### config.mk
export PLATFORM = sky130hd
export DESIGN_NAME = flash_status_poller
export DESIGN_NICKNAME = d
export VERILOG_FILES = /design/src/inc/flash_poll_pkg.sv /design/src/hdl/flash_bus_cycle.sv /design/src/hdl/flash_toggle_cmp.sv /design/src/hdl/flash_status_poller.sv
export VERILOG_INCLUDE_DIRS = /design/src /design/src/inc
export SDC_FILE = /design/constraint.sdc
export NUM_CORES = 1
export LEC_CHECK = 0
export BUFFER_PORTS_ARGS = -buffer_cell sky130_fd_sc_hd__buf_2
export CAP_MARGIN = 20
export CORE_MARGIN = 4
export CORE_UTILIZATION = 25
export CTS_BUF_LIST = sky130_fd_sc_hd__clkbuf_2 sky130_fd_sc_hd__clkbuf_4 sky130_fd_sc_hd__clkbuf_8
export CTS_CLUSTER_SIZE = 30
export DETAILED_ROUTE_END_ITERATION = 8
export MAX_ROUTING_LAYER = met4
export PLACE_DENSITY = 0.5
export SYNTH_ARGS = -nofsm -noshare
export SYNTH_HDL_FRONTEND = slang
export SYNTH_HIERARCHICAL = 1
export SYNTH_SLANG_ARGS = --single-unit
### constraint.sdc
create_clock -name ref_clk_i -period 2.44 [get_ports ref_clk_i]
set_clock_uncertainty 0.05 [all_clocks]
set_input_delay 0.488 -clock ref_clk_i [delete_from_list [all_inputs] [get_ports ref_clk_i]]
set_output_delay 0.488 -clock ref_clk_i [all_outputs]
set_load 0.005 [all_outputs]
### src/inc/flash_poll_defs.svh
// Constants of the flash status poller: register map, fields, codes and timing.
`ifndef FLASH_POLL_DEFS_SVH
`define FLASH_POLL_DEFS_SVH

// ****************************************
// Register offsets on the Avalon-MM slave.
// ****************************************
`define FP_REG_CTRL     5'h00
`define FP_REG_ADDR     5'h04
`define FP_REG_WDATA    5'h08
`define FP_REG_STAT     5'h0C

// ****************************************
// Control fields, operation and result codes.
// ****************************************
`define FP_CTRL_OP_LSB  0
`define FP_CTRL_OP_MSB  1
`define FP_CTRL_AUTORST 2
`define FP_CTRL_ABORT   3
`define FP_OP_NONE      2'h0
`define FP_OP_READ      2'h1
`define FP_OP_WRITE     2'h2
`define FP_OP_POLL      2'h3
`define FP_RES_NONE     2'h0
`define FP_RES_PASS     2'h1
`define FP_RES_FAIL     2'h2
`define FP_RES_ABORT    2'h3

// ****************************************
// Status bit positions in a byte read from the flash.
// ****************************************
`define FP_DQ_POLL      7
`define FP_DQ_TOGGLE    6
`define FP_DQ_TMO       5
`define FP_DQ_ETOG      2

// ****************************************
// Reset values and command codes.
// ****************************************
`define FP_ADDR_RST     19'h00000
`define FP_WDATA_RST    8'h00
`define FP_RESET_CMD    8'hF0

// ****************************************
// Bus cycle timing in ns and derived clock counts.
// ****************************************
`define FP_CLK_NS       100
`define FP_SETUP_NS     100
`define FP_STROBE_NS    200
`define FP_RECOV_NS     100
`define FP_SETUP_CYC    ((`FP_SETUP_NS + `FP_CLK_NS - 1) / `FP_CLK_NS)
`define FP_STROBE_CYC   ((`FP_STROBE_NS + `FP_CLK_NS - 1) / `FP_CLK_NS)
`define FP_RECOV_CYC    ((`FP_RECOV_NS + `FP_CLK_NS - 1) / `FP_CLK_NS)

`endif

### src/inc/flash_poll_pkg.sv
// Types shared by the flash status poller modules.
package flash_poll_pkg;

  typedef struct packed {
    logic        ce_n;
    logic        oe_n;
    logic        we_n;
    logic        dq_oe_n;
    logic [18:0] addr;
    logic [7:0]  dq;
  } flash_pins_t;

  typedef struct packed {
    logic        start;
    logic        wr;
    logic [18:0] addr;
    logic [7:0]  wdata;
  } bus_req_t;

  typedef struct packed {
    logic toggled;
    logic etoggled;
    logic err;
  } tog_t;

  typedef enum logic [3:0] {
    CYC_IDLE   = 4'h1,
    CYC_SETUP  = 4'h2,
    CYC_STROBE = 4'h4,
    CYC_RECOV  = 4'h8
  } cyc_state_t;

  typedef struct packed {
    cyc_state_t  st;
    logic [3:0]  cnt;
    logic [7:0]  rdata;
    logic        done;
    flash_pins_t pins;
  } cyc_regs_t;

  typedef enum logic [7:0] {
    C_IDLE = 8'h01,
    C_CYC  = 8'h02,
    C_RD1  = 8'h04,
    C_RD2  = 8'h08,
    C_RD3  = 8'h10,
    C_RD4  = 8'h20,
    C_FIN  = 8'h40,
    C_RST  = 8'h80
  } ctl_state_t;

  typedef struct packed {
    ctl_state_t  st;
    logic        pend;
    logic        cwr;
    logic        ack;
    logic [31:0] rdata;
    logic [18:0] addr;
    logic [7:0]  wdata;
    logic        auto_rst;
    logic        abort;
    logic        busy;
    logic        done;
    logic [1:0]  result;
    logic        etog;
    logic        err;
    logic [7:0]  s1;
    logic [7:0]  rbyte;
    logic [15:0] loops;
  } ctl_regs_t;

endpackage : flash_poll_pkg

### src/hdl/flash_bus_cycle.sv
// One read or write cycle on the flash pins, strobed by chip-select and output-enable or write-strobe.
`timescale 1ns/10ps
`include "flash_poll_defs.svh"
module flash_bus_cycle (
  input  wire logic                       ref_clk_i,
  input  wire logic                       rst_i,
  input  wire flash_poll_pkg::bus_req_t   req_i,
  input  wire logic [7:0]                 dq_i,
  output flash_poll_pkg::flash_pins_t     pins_o,
  output logic [7:0]                      rdata_o,
  output logic                            done_o
);

  flash_poll_pkg::cyc_regs_t q, d;

  always_comb begin
    d      = q;
    d.done = 1'b0;
    case (q.st)
      flash_poll_pkg::CYC_IDLE: begin
        if (req_i.start) begin
          d.pins.addr    = req_i.addr;
          d.pins.dq      = req_i.wdata;
          d.pins.ce_n    = 1'b0;
          d.pins.dq_oe_n = ~req_i.wr;
          d.cnt          = 4'(`FP_SETUP_CYC - 1);
          d.st           = flash_poll_pkg::CYC_SETUP;
        end
      end
      flash_poll_pkg::CYC_SETUP: begin
        if (q.cnt == 4'h0) begin
          d.pins.oe_n = ~q.pins.dq_oe_n;
          d.pins.we_n = q.pins.dq_oe_n;
          d.cnt       = 4'(`FP_STROBE_CYC - 1);
          d.st        = flash_poll_pkg::CYC_STROBE;
        end else begin
          d.cnt = q.cnt - 4'h1;
        end
      end
      flash_poll_pkg::CYC_STROBE: begin
        if (q.cnt == 4'h0) begin
          d.rdata     = dq_i;
          d.pins.oe_n = 1'b1;
          d.pins.we_n = 1'b1;
          d.cnt       = 4'(`FP_RECOV_CYC - 1);
          d.st        = flash_poll_pkg::CYC_RECOV;
        end else begin
          d.cnt = q.cnt - 4'h1;
        end
      end
      flash_poll_pkg::CYC_RECOV: begin
        if (q.cnt == 4'h0) begin
          d.pins.ce_n    = 1'b1;
          d.pins.dq_oe_n = 1'b1;
          d.done         = 1'b1;
          d.st           = flash_poll_pkg::CYC_IDLE;
        end else begin
          d.cnt = q.cnt - 4'h1;
        end
      end
      default: begin
        d.st = flash_poll_pkg::CYC_IDLE;
      end
    endcase
  end

  always_ff @(posedge ref_clk_i) begin
    if (rst_i) begin
      q.st           <= flash_poll_pkg::CYC_IDLE;
      q.cnt          <= 4'h0;
      q.rdata        <= 8'h00;
      q.done         <= 1'b0;
      q.pins.ce_n    <= 1'b1;
      q.pins.oe_n    <= 1'b1;
      q.pins.we_n    <= 1'b1;
      q.pins.dq_oe_n <= 1'b1;
      q.pins.addr    <= `FP_ADDR_RST;
      q.pins.dq      <= `FP_WDATA_RST;
    end else begin
      q <= d;
    end
  end

  assign pins_o  = q.pins;
  assign rdata_o = q.rdata;
  assign done_o  = q.done;

endmodule : flash_bus_cycle

### src/hdl/flash_toggle_cmp.sv
// Compares two successive status reads for toggling and the error flag.
`timescale 1ns/10ps
`include "flash_poll_defs.svh"
module flash_toggle_cmp (
  input  wire logic [7:0]          first_i,
  input  wire logic [7:0]          second_i,
  output flash_poll_pkg::tog_t     tog_o
);

  always_comb begin
    tog_o.toggled  = first_i[`FP_DQ_TOGGLE] ^ second_i[`FP_DQ_TOGGLE];
    tog_o.etoggled = first_i[`FP_DQ_ETOG] ^ second_i[`FP_DQ_ETOG];
    tog_o.err      = second_i[`FP_DQ_TMO];
  end

endmodule : flash_toggle_cmp

### src/hdl/flash_status_poller.sv
// Host controller that issues flash bus cycles and runs the toggle-bit status poll.
//
// The Avalon-MM register port and the register offsets were left to the implementer.
`timescale 1ns/10ps
`include "flash_poll_defs.svh"

// Summary of operation
// - Host writes reset command after timeout error.
// - Host compares two consecutive reads' toggle bits.
// - On toggling, check error, then retest toggle.
// - Resumed polling restarts full two-read check.
module flash_status_poller #(
  parameter logic [7:0] RESET_CMD = `FP_RESET_CMD
) (
  input  wire logic                       ref_clk_i,
  input  wire logic                       rst_i,
  input  wire logic [4:0]                 avs_address_i,
  input  wire logic                       avs_read_i,
  input  wire logic                       avs_write_i,
  input  wire logic [31:0]                avs_writedata_i,
  input  wire logic [3:0]                 avs_byteenable_i,
  output logic [31:0]                     avs_readdata_o,
  output logic                            avs_waitrequest_o,
  output flash_poll_pkg::flash_pins_t     flash_o,
  input  wire logic [7:0]                 dq_i
);

  // ****************************************
  // Register helpers.
  // ****************************************

  function automatic logic [31:0] be_merge(
    input logic [31:0] old_v,
    input logic [31:0] new_v,
    input logic [3:0]  be
  );
    logic [31:0] r;
    r = old_v;
    for (int i = 0; i < 4; i++) begin
      if (be[i]) begin
        r[i*8 +: 8] = new_v[i*8 +: 8];
      end
    end
    return r;
  endfunction : be_merge

  function automatic logic [31:0] reg_read(
    input flash_poll_pkg::ctl_regs_t r,
    input logic [4:0]                a
  );
    logic [31:0] v;
    v = 32'h00000000;
    if (a == `FP_REG_CTRL) begin
      v[`FP_CTRL_AUTORST] = r.auto_rst;
    end else if (a == `FP_REG_ADDR) begin
      v[18:0] = r.addr;
    end else if (a == `FP_REG_WDATA) begin
      v[7:0] = r.wdata;
    end else if (a == `FP_REG_STAT) begin
      v[0]     = r.busy;
      v[1]     = r.done;
      v[3:2]   = r.result;
      v[4]     = r.etog;
      v[5]     = r.err;
      v[15:8]  = r.rbyte;
      v[31:16] = r.loops;
    end
    return v;
  endfunction : reg_read

  // ****************************************
  // State and submodule wiring.
  // ****************************************

  flash_poll_pkg::ctl_regs_t q, d;
  flash_poll_pkg::bus_req_t  breq;
  flash_poll_pkg::tog_t      tog;
  logic [7:0]                brdata;
  logic                      bdone;
  logic [31:0]               wval;
  logic                      wr_now;

  always_comb begin
    breq.start = q.pend;
    breq.wr    = q.cwr;
    breq.addr  = q.addr;
    if (q.st == flash_poll_pkg::C_RST) begin
      breq.wdata = RESET_CMD;
    end else begin
      breq.wdata = q.wdata;
    end
  end

  flash_bus_cycle u_cycle (
    .ref_clk_i (ref_clk_i),
    .rst_i     (rst_i),
    .req_i     (breq),
    .dq_i      (dq_i),
    .pins_o    (flash_o),
    .rdata_o   (brdata),
    .done_o    (bdone)
  );

  flash_toggle_cmp u_cmp (
    .first_i  (q.s1),
    .second_i (brdata),
    .tog_o    (tog)
  );

  // ****************************************
  // Register slave and poll sequencer.
  // ****************************************

  always_comb begin
    d      = q;
    d.pend = 1'b0;
    d.ack  = 1'b0;
    wr_now = avs_write_i && q.ack;
    wval   = be_merge(reg_read(q, avs_address_i), avs_writedata_i, avs_byteenable_i);

    if ((avs_read_i || avs_write_i) && !q.ack) begin
      d.ack   = 1'b1;
      d.rdata = reg_read(q, avs_address_i);
    end

    if (wr_now) begin
      if (avs_address_i == `FP_REG_ADDR) begin
        d.addr = wval[18:0];
      end else if (avs_address_i == `FP_REG_WDATA) begin
        d.wdata = wval[7:0];
      end else if (avs_address_i == `FP_REG_CTRL) begin
        d.auto_rst = wval[`FP_CTRL_AUTORST];
        if (wval[`FP_CTRL_ABORT] && q.busy) begin
          d.abort = 1'b1;
        end
        if (!q.busy && (wval[`FP_CTRL_OP_MSB:`FP_CTRL_OP_LSB] != `FP_OP_NONE)) begin
          d.busy   = 1'b1;
          d.done   = 1'b0;
          d.result = `FP_RES_NONE;
          d.loops  = 16'h0000;
          d.etog   = 1'b0;
          d.err    = 1'b0;
          d.abort  = 1'b0;
          d.pend   = 1'b1;
          d.cwr    = (wval[`FP_CTRL_OP_MSB:`FP_CTRL_OP_LSB] == `FP_OP_WRITE);
          if (wval[`FP_CTRL_OP_MSB:`FP_CTRL_OP_LSB] == `FP_OP_POLL) begin
            d.st = flash_poll_pkg::C_RD1;
          end else begin
            d.st = flash_poll_pkg::C_CYC;
          end
        end
      end
    end

    case (q.st)
      flash_poll_pkg::C_IDLE: begin
        d.cwr = d.cwr;
      end
      flash_poll_pkg::C_CYC: begin
        if (bdone) begin
          if (!q.cwr) begin
            d.rbyte = brdata;
          end
          d.result = `FP_RES_PASS;
          d.busy   = 1'b0;
          d.done   = 1'b1;
          d.st     = flash_poll_pkg::C_IDLE;
        end
      end
      flash_poll_pkg::C_RD1: begin
        if (bdone) begin
          d.s1    = brdata;
          d.rbyte = brdata;
          d.pend  = 1'b1;
          d.st    = flash_poll_pkg::C_RD2;
        end
      end
      flash_poll_pkg::C_RD2: begin
        if (bdone) begin
          d.rbyte = brdata;
          if (!tog.toggled) begin
            d.pend = 1'b1;
            d.st   = flash_poll_pkg::C_FIN;
          end else begin
            if (tog.etoggled) begin
              d.etog = 1'b1;
            end
            if (tog.err) begin
              d.err  = 1'b1;
              d.pend = 1'b1;
              d.st   = flash_poll_pkg::C_RD3;
            end else if (q.abort) begin
              d.result = `FP_RES_ABORT;
              d.busy   = 1'b0;
              d.done   = 1'b1;
              d.st     = flash_poll_pkg::C_IDLE;
            end else begin
              d.loops = q.loops + 16'h0001;
              d.pend  = 1'b1;
              d.st    = flash_poll_pkg::C_RD1;
            end
          end
        end
      end
      flash_poll_pkg::C_RD3: begin
        if (bdone) begin
          d.s1    = brdata;
          d.rbyte = brdata;
          d.pend  = 1'b1;
          d.st    = flash_poll_pkg::C_RD4;
        end
      end
      flash_poll_pkg::C_RD4: begin
        if (bdone) begin
          d.rbyte = brdata;
          if (!tog.toggled) begin
            d.pend = 1'b1;
            d.st   = flash_poll_pkg::C_FIN;
          end else if (q.auto_rst) begin
            d.pend = 1'b1;
            d.cwr  = 1'b1;
            d.st   = flash_poll_pkg::C_RST;
          end else begin
            d.result = `FP_RES_FAIL;
            d.busy   = 1'b0;
            d.done   = 1'b1;
            d.st     = flash_poll_pkg::C_IDLE;
          end
        end
      end
      flash_poll_pkg::C_FIN: begin
        if (bdone) begin
          d.rbyte  = brdata;
          d.result = `FP_RES_PASS;
          d.busy   = 1'b0;
          d.done   = 1'b1;
          d.st     = flash_poll_pkg::C_IDLE;
        end
      end
      flash_poll_pkg::C_RST: begin
        if (bdone) begin
          d.result = `FP_RES_FAIL;
          d.cwr    = 1'b0;
          d.busy   = 1'b0;
          d.done   = 1'b1;
          d.st     = flash_poll_pkg::C_IDLE;
        end
      end
      default: begin
        d.st   = flash_poll_pkg::C_IDLE;
        d.busy = 1'b0;
      end
    endcase
  end

  // ****************************************
  // State register.
  // ****************************************

  always_ff @(posedge ref_clk_i) begin
    if (rst_i) begin
      q.st       <= flash_poll_pkg::C_IDLE;
      q.pend     <= 1'b0;
      q.cwr      <= 1'b0;
      q.ack      <= 1'b0;
      q.rdata    <= 32'h00000000;
      q.addr     <= `FP_ADDR_RST;
      q.wdata    <= `FP_WDATA_RST;
      q.auto_rst <= 1'b0;
      q.abort    <= 1'b0;
      q.busy     <= 1'b0;
      q.done     <= 1'b0;
      q.result   <= `FP_RES_NONE;
      q.etog     <= 1'b0;
      q.err      <= 1'b0;
      q.s1       <= 8'h00;
      q.rbyte    <= 8'h00;
      q.loops    <= 16'h0000;
    end else begin
      q <= d;
    end
  end

  // ****************************************
  // Bus outputs.
  // ****************************************

  assign avs_readdata_o    = q.rdata;
  assign avs_waitrequest_o = (avs_read_i || avs_write_i) && !q.ack;

endmodule : flash_status_poller

==> results of run 1 <==
-- placed cells by master, fill, tap and decap left out, types with 8 or more instances in the layout --
cell type	instances
a211oi_1	20
a21oi_1	80
a22oi_1	21
buf_2	101
buf_4	42
clkbuf_8	18
dfxtp_1	152
inv_1	11
mux2i_1	41
nand2_1	135
nand2b_1	8
nand3_1	19
nor2_1	90
nor2b_1	8
nor3_1	18
o21ai_0	14
or3_1	11
-- where the power goes --
| group | switching [mW] | internal (mW) | total, mW |
|---|---|---|---|
| clock | 1.05 | 0.975 | 2.02 |
| combinational | 0.145 | 0.0714 | 0.216 |
| sequential | 0.00302 | 2.48 | 2.48 |
| total | 1.19 | 3.53 | 4.72 |
-- worst max-delay path, cell delays in order, from the launching register on --
cell and delay [ns]:
dfxtp_1 0.42, xor2_1 0.40, nand4_4 0.15, or4_4 0.55, nand2_1 0.13, buf_4 0.14
o211a_1 0.16, nor3_2 0.04
-- routing by layer --
layer,global-route usage (%),share of wire (%)
met4,3.39,1.0
met3,3.44,6.1
met2,19.9,45
met5,-,0
met1,17.3,48
-- sequential cells by signal (all words and copies together) (netlist names) --
signal / flops
u_cycle/pins_o: 31
u_cycle/done_o: 1
breq: 21
u_cycle/rdata_o: 8
q: 51
u_cycle/q: 8
avs_readdata_o: 32
-- stage by stage --
stage | utilization (%) | instance area [um2] | cells | setup WS, ns
after floorplan | - | 7470 | 891 | 0.355
after global placement | 26.9 | 7960 | 1289 | 0.160
after detailed placement | 26.9 | 7960 | 1289 | 0.125
after CTS | 28.3 | 8360 | 1320 | 0.242
after global routing | 28.3 | 8360 | 1322 | 0.0928
final | 28.3 | 8370 | 1323 | 0.258
-- layout make-up --
| class | instances | area, um2 | share of cell area (%) |
|---|---|---|---|
| Timing Repair Buffer | 144 | 841 | 10.1 |
| Clock inverter | 11 | 139 | 1.66 |
| Inverter | 12 | 45.0 | 0.538 |
| Clock buffer | 20 | 263 | 3.14 |
| Tap cell | 390 | 488 | 5.83 |
| Sequential cell | 152 | 3040 | 36.4 |
| Multi-Input combinational cell | 591 | 3540 | 42.3 |
| Antenna cell | 3 | 7.51 | 0.0897 |
-- path summary, 6_finish.rpt --
check,to
setup / recovery,q[2]$_SDFF_PP0_
hold / removal,u_cycle/rdata_o[3]$_SDFFE_PP0P_
setup reg to reg,q[2]$_SDFF_PP0_
hold reg to reg,avs_readdata_o[0]$_SDFFE_PP0P_
==> flow_metrics.env, run 1 <==
export IMPL_die_area_um2=32700
export IMPL_period_needed_ns=2.18
export IMPL_vias=6216
export IMPL_required_ns=2.70
export IMPL_fp_dieW_um=181
export IMPL_route_detailed_drc=0
export IMPL_grt_pass1_vias=5973
export IMPL_fillers=3260
export IMPL_cts_htree_levels=4
export IMPL_period_share_pct=89.4
export IMPL_postSynthCellCount=891
export IMPL_startpoint="u_cycle/rdata_o[6]$_SDFFE_PP0P_"
export IMPL_place_congestion=0.903
export IMPL_p_leak_nw=3.09
export IMPL_setup_viol=0
export IMPL_reg2reg_from="u_cycle/rdata_o[6]$_SDFFE_PP0P_"
export IMPL_hp_class="in2reg"
export IMPL_grt_usage_pct=13.1
export IMPL_rows=63
export IMPL_yosys_warnings=6
export IMPL_io_pins=117
export IMPL_powerDensity_nw_per_um2=564
export IMPL_postCtsSetupBuffers=0
export IMPL_port_buffers=102
export IMPL_synth_nets=947
export IMPL_syn_area_um2=7470
export IMPL_cap_violations=0
export IMPL_antenna_found_initial=2
export IMPL_dp_hpwl_um=15600
export IMPL_critPathKind="reg2reg"
export IMPL_cts_buffer_depth=2
export IMPL_rr_worst_depth=7
export IMPL_wl_per_cell_um=16.0
export IMPL_cts_resized=0
export IMPL_firstDrtPassIters=5
export IMPL_avgViaCountPerCell=4.70
export IMPL_cp_start_kind="flop"
export IMPL_outcome="completed"
export IMPL_hold_start="dq_i[3]"
export IMPL_finalPower_mw=4.72
export IMPL_overflow=0
export IMPL_grt_pass1_wl_um=33700
export IMPL_cts_buffers=17
export IMPL_path_clk_slew_ns=0.09
export IMPL_drive_gt1_share_pct=21.8
export IMPL_postSynthAreaPerCell_um2=8.38
export IMPL_cts_tree="done"
export IMPL_clk_root_buffer_cell="clkbuf_8"
export IMPL_worstMarginPinSlew_ns=0.762
export IMPL_drtIter0Drc=433
export IMPL_cp_end_kind="flop"
export IMPL_whs_ns=0.244
export IMPL_die_y_um=181
export IMPL_rrSetupSlack_ns=0.26
export IMPL_cts_hold_buf=0
export IMPL_min_path_cells=3
export IMPL_path_max_fanout=14
export IMPL_core_area_um2=29600
export IMPL_drtAntennaViolNets=0
export IMPL_vdd_drop_max_uv=281
export IMPL_grt_max_degree=143
export IMPL_finalHoldViolCount=0
export IMPL_slew_viol_final=0
export IMPL_start_util_pct=25.3
export IMPL_cts_sinks=152
export IMPL_slew_headroom_pct=49.2
export IMPL_critPathArrivalTime_ns=2.45
export IMPL_insertion_delay_ns=0.45
export IMPL_nNetsFinal=974
export IMPL_fin_setup_tns_ns=0
export IMPL_grt_setup_unrepaired="false"
export IMPL_fmax_mhz=458
export IMPL_area_growth_pct=12.0
export IMPL_drt_total_wl_um=21200
(Power assumes the default switching activity.)
==> inputs of run 2 (changes only) <==
REMOVE_ABC_BUFFERS = 1   (was unset)
SYNTH_HIERARCHICAL = unset   (was 1)
==> run 2 against run 1 <==
Compared with the run above: cell count down 3.0%; routed wire length down 6.2%; critical path depth down 2; global-route usage down 0.21 points; highest routed layer unchanged; clock power about the same; worst hold slack worse by 0.027 ns; synthesized cell count down 4.9%; combinational power down 5%; design area down 1.6%; fmax down 6.6%; largest cell class unchanged; first-iteration DRC count down 8.3%; register-to-register slack worse by 0.15 ns.
==> flow_metrics.env, run 2 <==
export IMPL_outcome="completed"
export IMPL_cap_violations=0
export IMPL_finalHoldViolCount=0
export IMPL_rrSetupSlack_ns=0.10
export IMPL_cts_hold_buf=0
export IMPL_postSynthAreaPerCell_um2=8.44
export IMPL_nNetsFinal=944
export IMPL_place_ws_ns=0.0741
export IMPL_power_switching_mw=1.15
export IMPL_comb_power_share_pct=4.3
export IMPL_port_buffers=102
export IMPL_synthSimpleGateAreaFrac_pct=20.4
export IMPL_ys_ff_latch=152
export IMPL_worstMarginPinSlew_ns=0.871
export IMPL_critPathTopFamily="simple AND/OR/NAND/NOR gates"
export IMPL_regToRegEndpoint="q[15]$_SDFF_PP0_"
export IMPL_pwr_share_seq_pct=52.4
export IMPL_drtIter0Drc=397
export IMPL_yosysMostFrequentCell="dfxtp_1"
export IMPL_reg2reg_from="q[102]$_SDFF_PP1_"
export IMPL_synth_mux_area_share_pct=4.32
export IMPL_p_leak_nw=3.06
export IMPL_rr_worst_depth=5
export IMPL_crit_chain="or4_4, or4_4, or2_1, or4_1, a31oi_1"
export IMPL_avgViaCountPerCell=4.76
export IMPL_critical_path_buf_inv_count=0
export IMPL_overflow=0
export IMPL_grt_usage_pct=12.9
export IMPL_grt_setup_unrepaired="false"
export IMPL_largest_reg_flops=51
export IMPL_required_ns=2.78
export IMPL_grt_pass1_wl_um=31400
export IMPL_setup_viol=0
export IMPL_cts_tree="done"
export IMPL_startpoint="q[102]$_SDFF_PP1_"
export IMPL_fillers=3026
export IMPL_multiInputGateArea_um2=3350
export IMPL_synth_common_cells="dfxtp_1, nand2_1, nor2_1, a21oi_1, buf_4"
export IMPL_die_y_um=177
export IMPL_wl_per_cell_um=15.5
export IMPL_vdd_drop_max_uv=229
export IMPL_async_reset_ff_share_pct=0
export IMPL_min_path_cells=3
export IMPL_cts_sinks=152
export IMPL_path_clk_slew_ns=0.09
export IMPL_grt_max_degree=74
export IMPL_ys_seq_area_share_pct=42.6
export IMPL_postSynthCellCount=847
export IMPL_cp_start_kind="flop"
export IMPL_fp_dieW_um=177
export IMPL_synth_top_family_by_area="compound AO/OA/AOI/OAI gates"
export IMPL_syn_area_um2=7150
export IMPL_core_area_um2=28000
export IMPL_place_inst=1247
export IMPL_cts_resized=0
export IMPL_cp_slowest_stage_delay_ns=0.53
export IMPL_insertion_delay_ns=0.46
export IMPL_synth_area_leaders="dfxtp_1, buf_4, nand2_1"
export IMPL_vias=6107
export IMPL_clock_power_share_pct=43.3
export IMPL_seqCellArea_um2=3040
export IMPL_cts_buffers=17
export IMPL_drtAntennaViolNets=0
export IMPL_cp_end_kind="flop"
export IMPL_fin_ws_ns=0.104
export IMPL_rows=61
export IMPL_powerDensity_nw_per_um2=576
export IMPL_min_delay_worst_endpoint="u_cycle.rdata_o[0]$_SDFFE_PP0P_"
export IMPL_drt_total_wl_um=19900
export IMPL_final_cells=1283
export IMPL_synth_distinct_cells=65
export IMPL_dp_hpwl_um=14200
export IMPL_final_common_cell="dfxtp_1"
export IMPL_internal_power_mw=3.60
export IMPL_postCtsSetupBuffers=0
export IMPL_critPathArrivalTime_ns=2.68
export IMPL_antenna_found_initial=5
export IMPL_grt_pass1_vias=5800
export IMPL_route_detailed_drc=0
export IMPL_period_share_pct=95.7
export IMPL_largest_register="q"
export IMPL_synthAdderAreaFrac_pct=0.525
export IMPL_finalPower_mw=4.74
export IMPL_yosysTopAreaCell="dfxtp_1"
export IMPL_synthFlopType="dfxtp_1"
export IMPL_yosys_warnings=0
export IMPL_drive_gt1_share_pct=22.2
export IMPL_place_congestion=0.847
export IMPL_final_cell_mix="dfxtp_1, buf_2, nand2_1, nor2_1, a21oi_1"
export IMPL_fmax_mhz=428
export IMPL_clk_root_buffer_cell="clkbuf_8"
export IMPL_cts_buffer_depth=2
export IMPL_slew_viol_final=0
export IMPL_critPathKind="reg2reg"
export IMPL_path_depth=5
export IMPL_crit_path_frequent_cell="or4_4"
export IMPL_hold_start="dq_i[0]"
export IMPL_area_growth_pct=15.2
export IMPL_yosysTopAreaCellShare_pct=42.6
export IMPL_crit_slowest_cell="or4_4"
export IMPL_synth_edf_count=0
export IMPL_p_sw_share_pct=24.2
export IMPL_firstDrtPassIters=6
export IMPL_synth_xor_area_share_pct=1.10
export IMPL_cts_htree_levels=4
export IMPL_die_area_um2=31400
export IMPL_path_max_fanout=4
export IMPL_slew_headroom_pct=41.7
export IMPL_synth_compound_area_share_pct=20.4
export IMPL_period_needed_ns=2.34
export IMPL_io_pins=117
export IMPL_hp_class="in2reg"
export IMPL_start_util_pct=25.5
[run 2: layer usage]
layer / vias up / routed length, um / global-route usage [%]
li1: 3074 / - / -
met1: 2882 / 9660 / 17.1
met2: 134 / 8890 / 19.4
met3: 17 / 1120 / 3.70
met4: 0 / 216 / 3.26
met5: - / 0 / -
[run 2: worst max path at each step]
| stage | to |
|---|---|
| 6_report | q[15]$_SDFF_PP0_ |
| 5_1_grt | q[15]$_SDFF_PP0_ |
| 4_1_cts | q[15]$_SDFF_PP0_ |
| 3_5_place_dp | q[15]$_SDFF_PP0_ |
| 3_3_place_gp | q[15]$_SDFF_PP0_ |
| 2_1_floorplan | avs_readdata_o[19]$_SDFFE_PP0P_ |
[run 2: tightest hold or removal path, delay by kind of cell]
family        cells  cell delay [ns]
mux               1             0.05
buf+inv           1             0.08
simple gates      1             0.07
[run 2: cell families (layout without fill, tap and decap cells)]
logic type	count (synthesis)	in the layout
XOR/XNOR	9	9
buffers and inverters	135	188
multiplexers	29	29
adder cells (fa/ha/maj)	3	3
other	0	5
AND/OR/NAND/NOR	308	308
flip-flops	152	152
AO/OA/AOI/OAI	211	211
[run 2: final cells by class]
cell class,count,area share (%)
Inverter,9,0.410
Timing Repair Buffer,148,10.9
Antenna cell,5,0.152
Multi-Input combinational cell,560,40.8
Clock buffer,18,3.01
Tap cell,378,5.75
Clock inverter,13,2.08
Sequential cell,152,37.0
[run 2: power by group through the flow]
stage | Combinational [mW] | Clock, mW | Sequential, mW
2_1_floorplan | 0.0627 | 0 | 2.54
3_3_place_gp | 0.208 | 0 | 2.54
3_5_place_dp | 0.207 | 0 | 2.54
4_1_cts | 0.208 | 2.13 | 2.48
5_1_grt | 0.225 | 2.24 | 2.49
6_report | 0.206 | 2.05 | 2.48
[run 2: per-stage QoR]
step / setup TNS, ns / hold slack, ns / cell area, um2 / util (%)
finish: 0 / 0.217 / 8230 / 29.4
floorplan: -7.84 / 0.377 / 6420 / -
global placement: 0 / 0.394 / 7800 / 27.8
global route: 0 / 0.210 / 8230 / 29.4
CTS: 0 / 0.183 / 8220 / 29.3
detailed placement: 0 / 0.394 / 7800 / 27.8
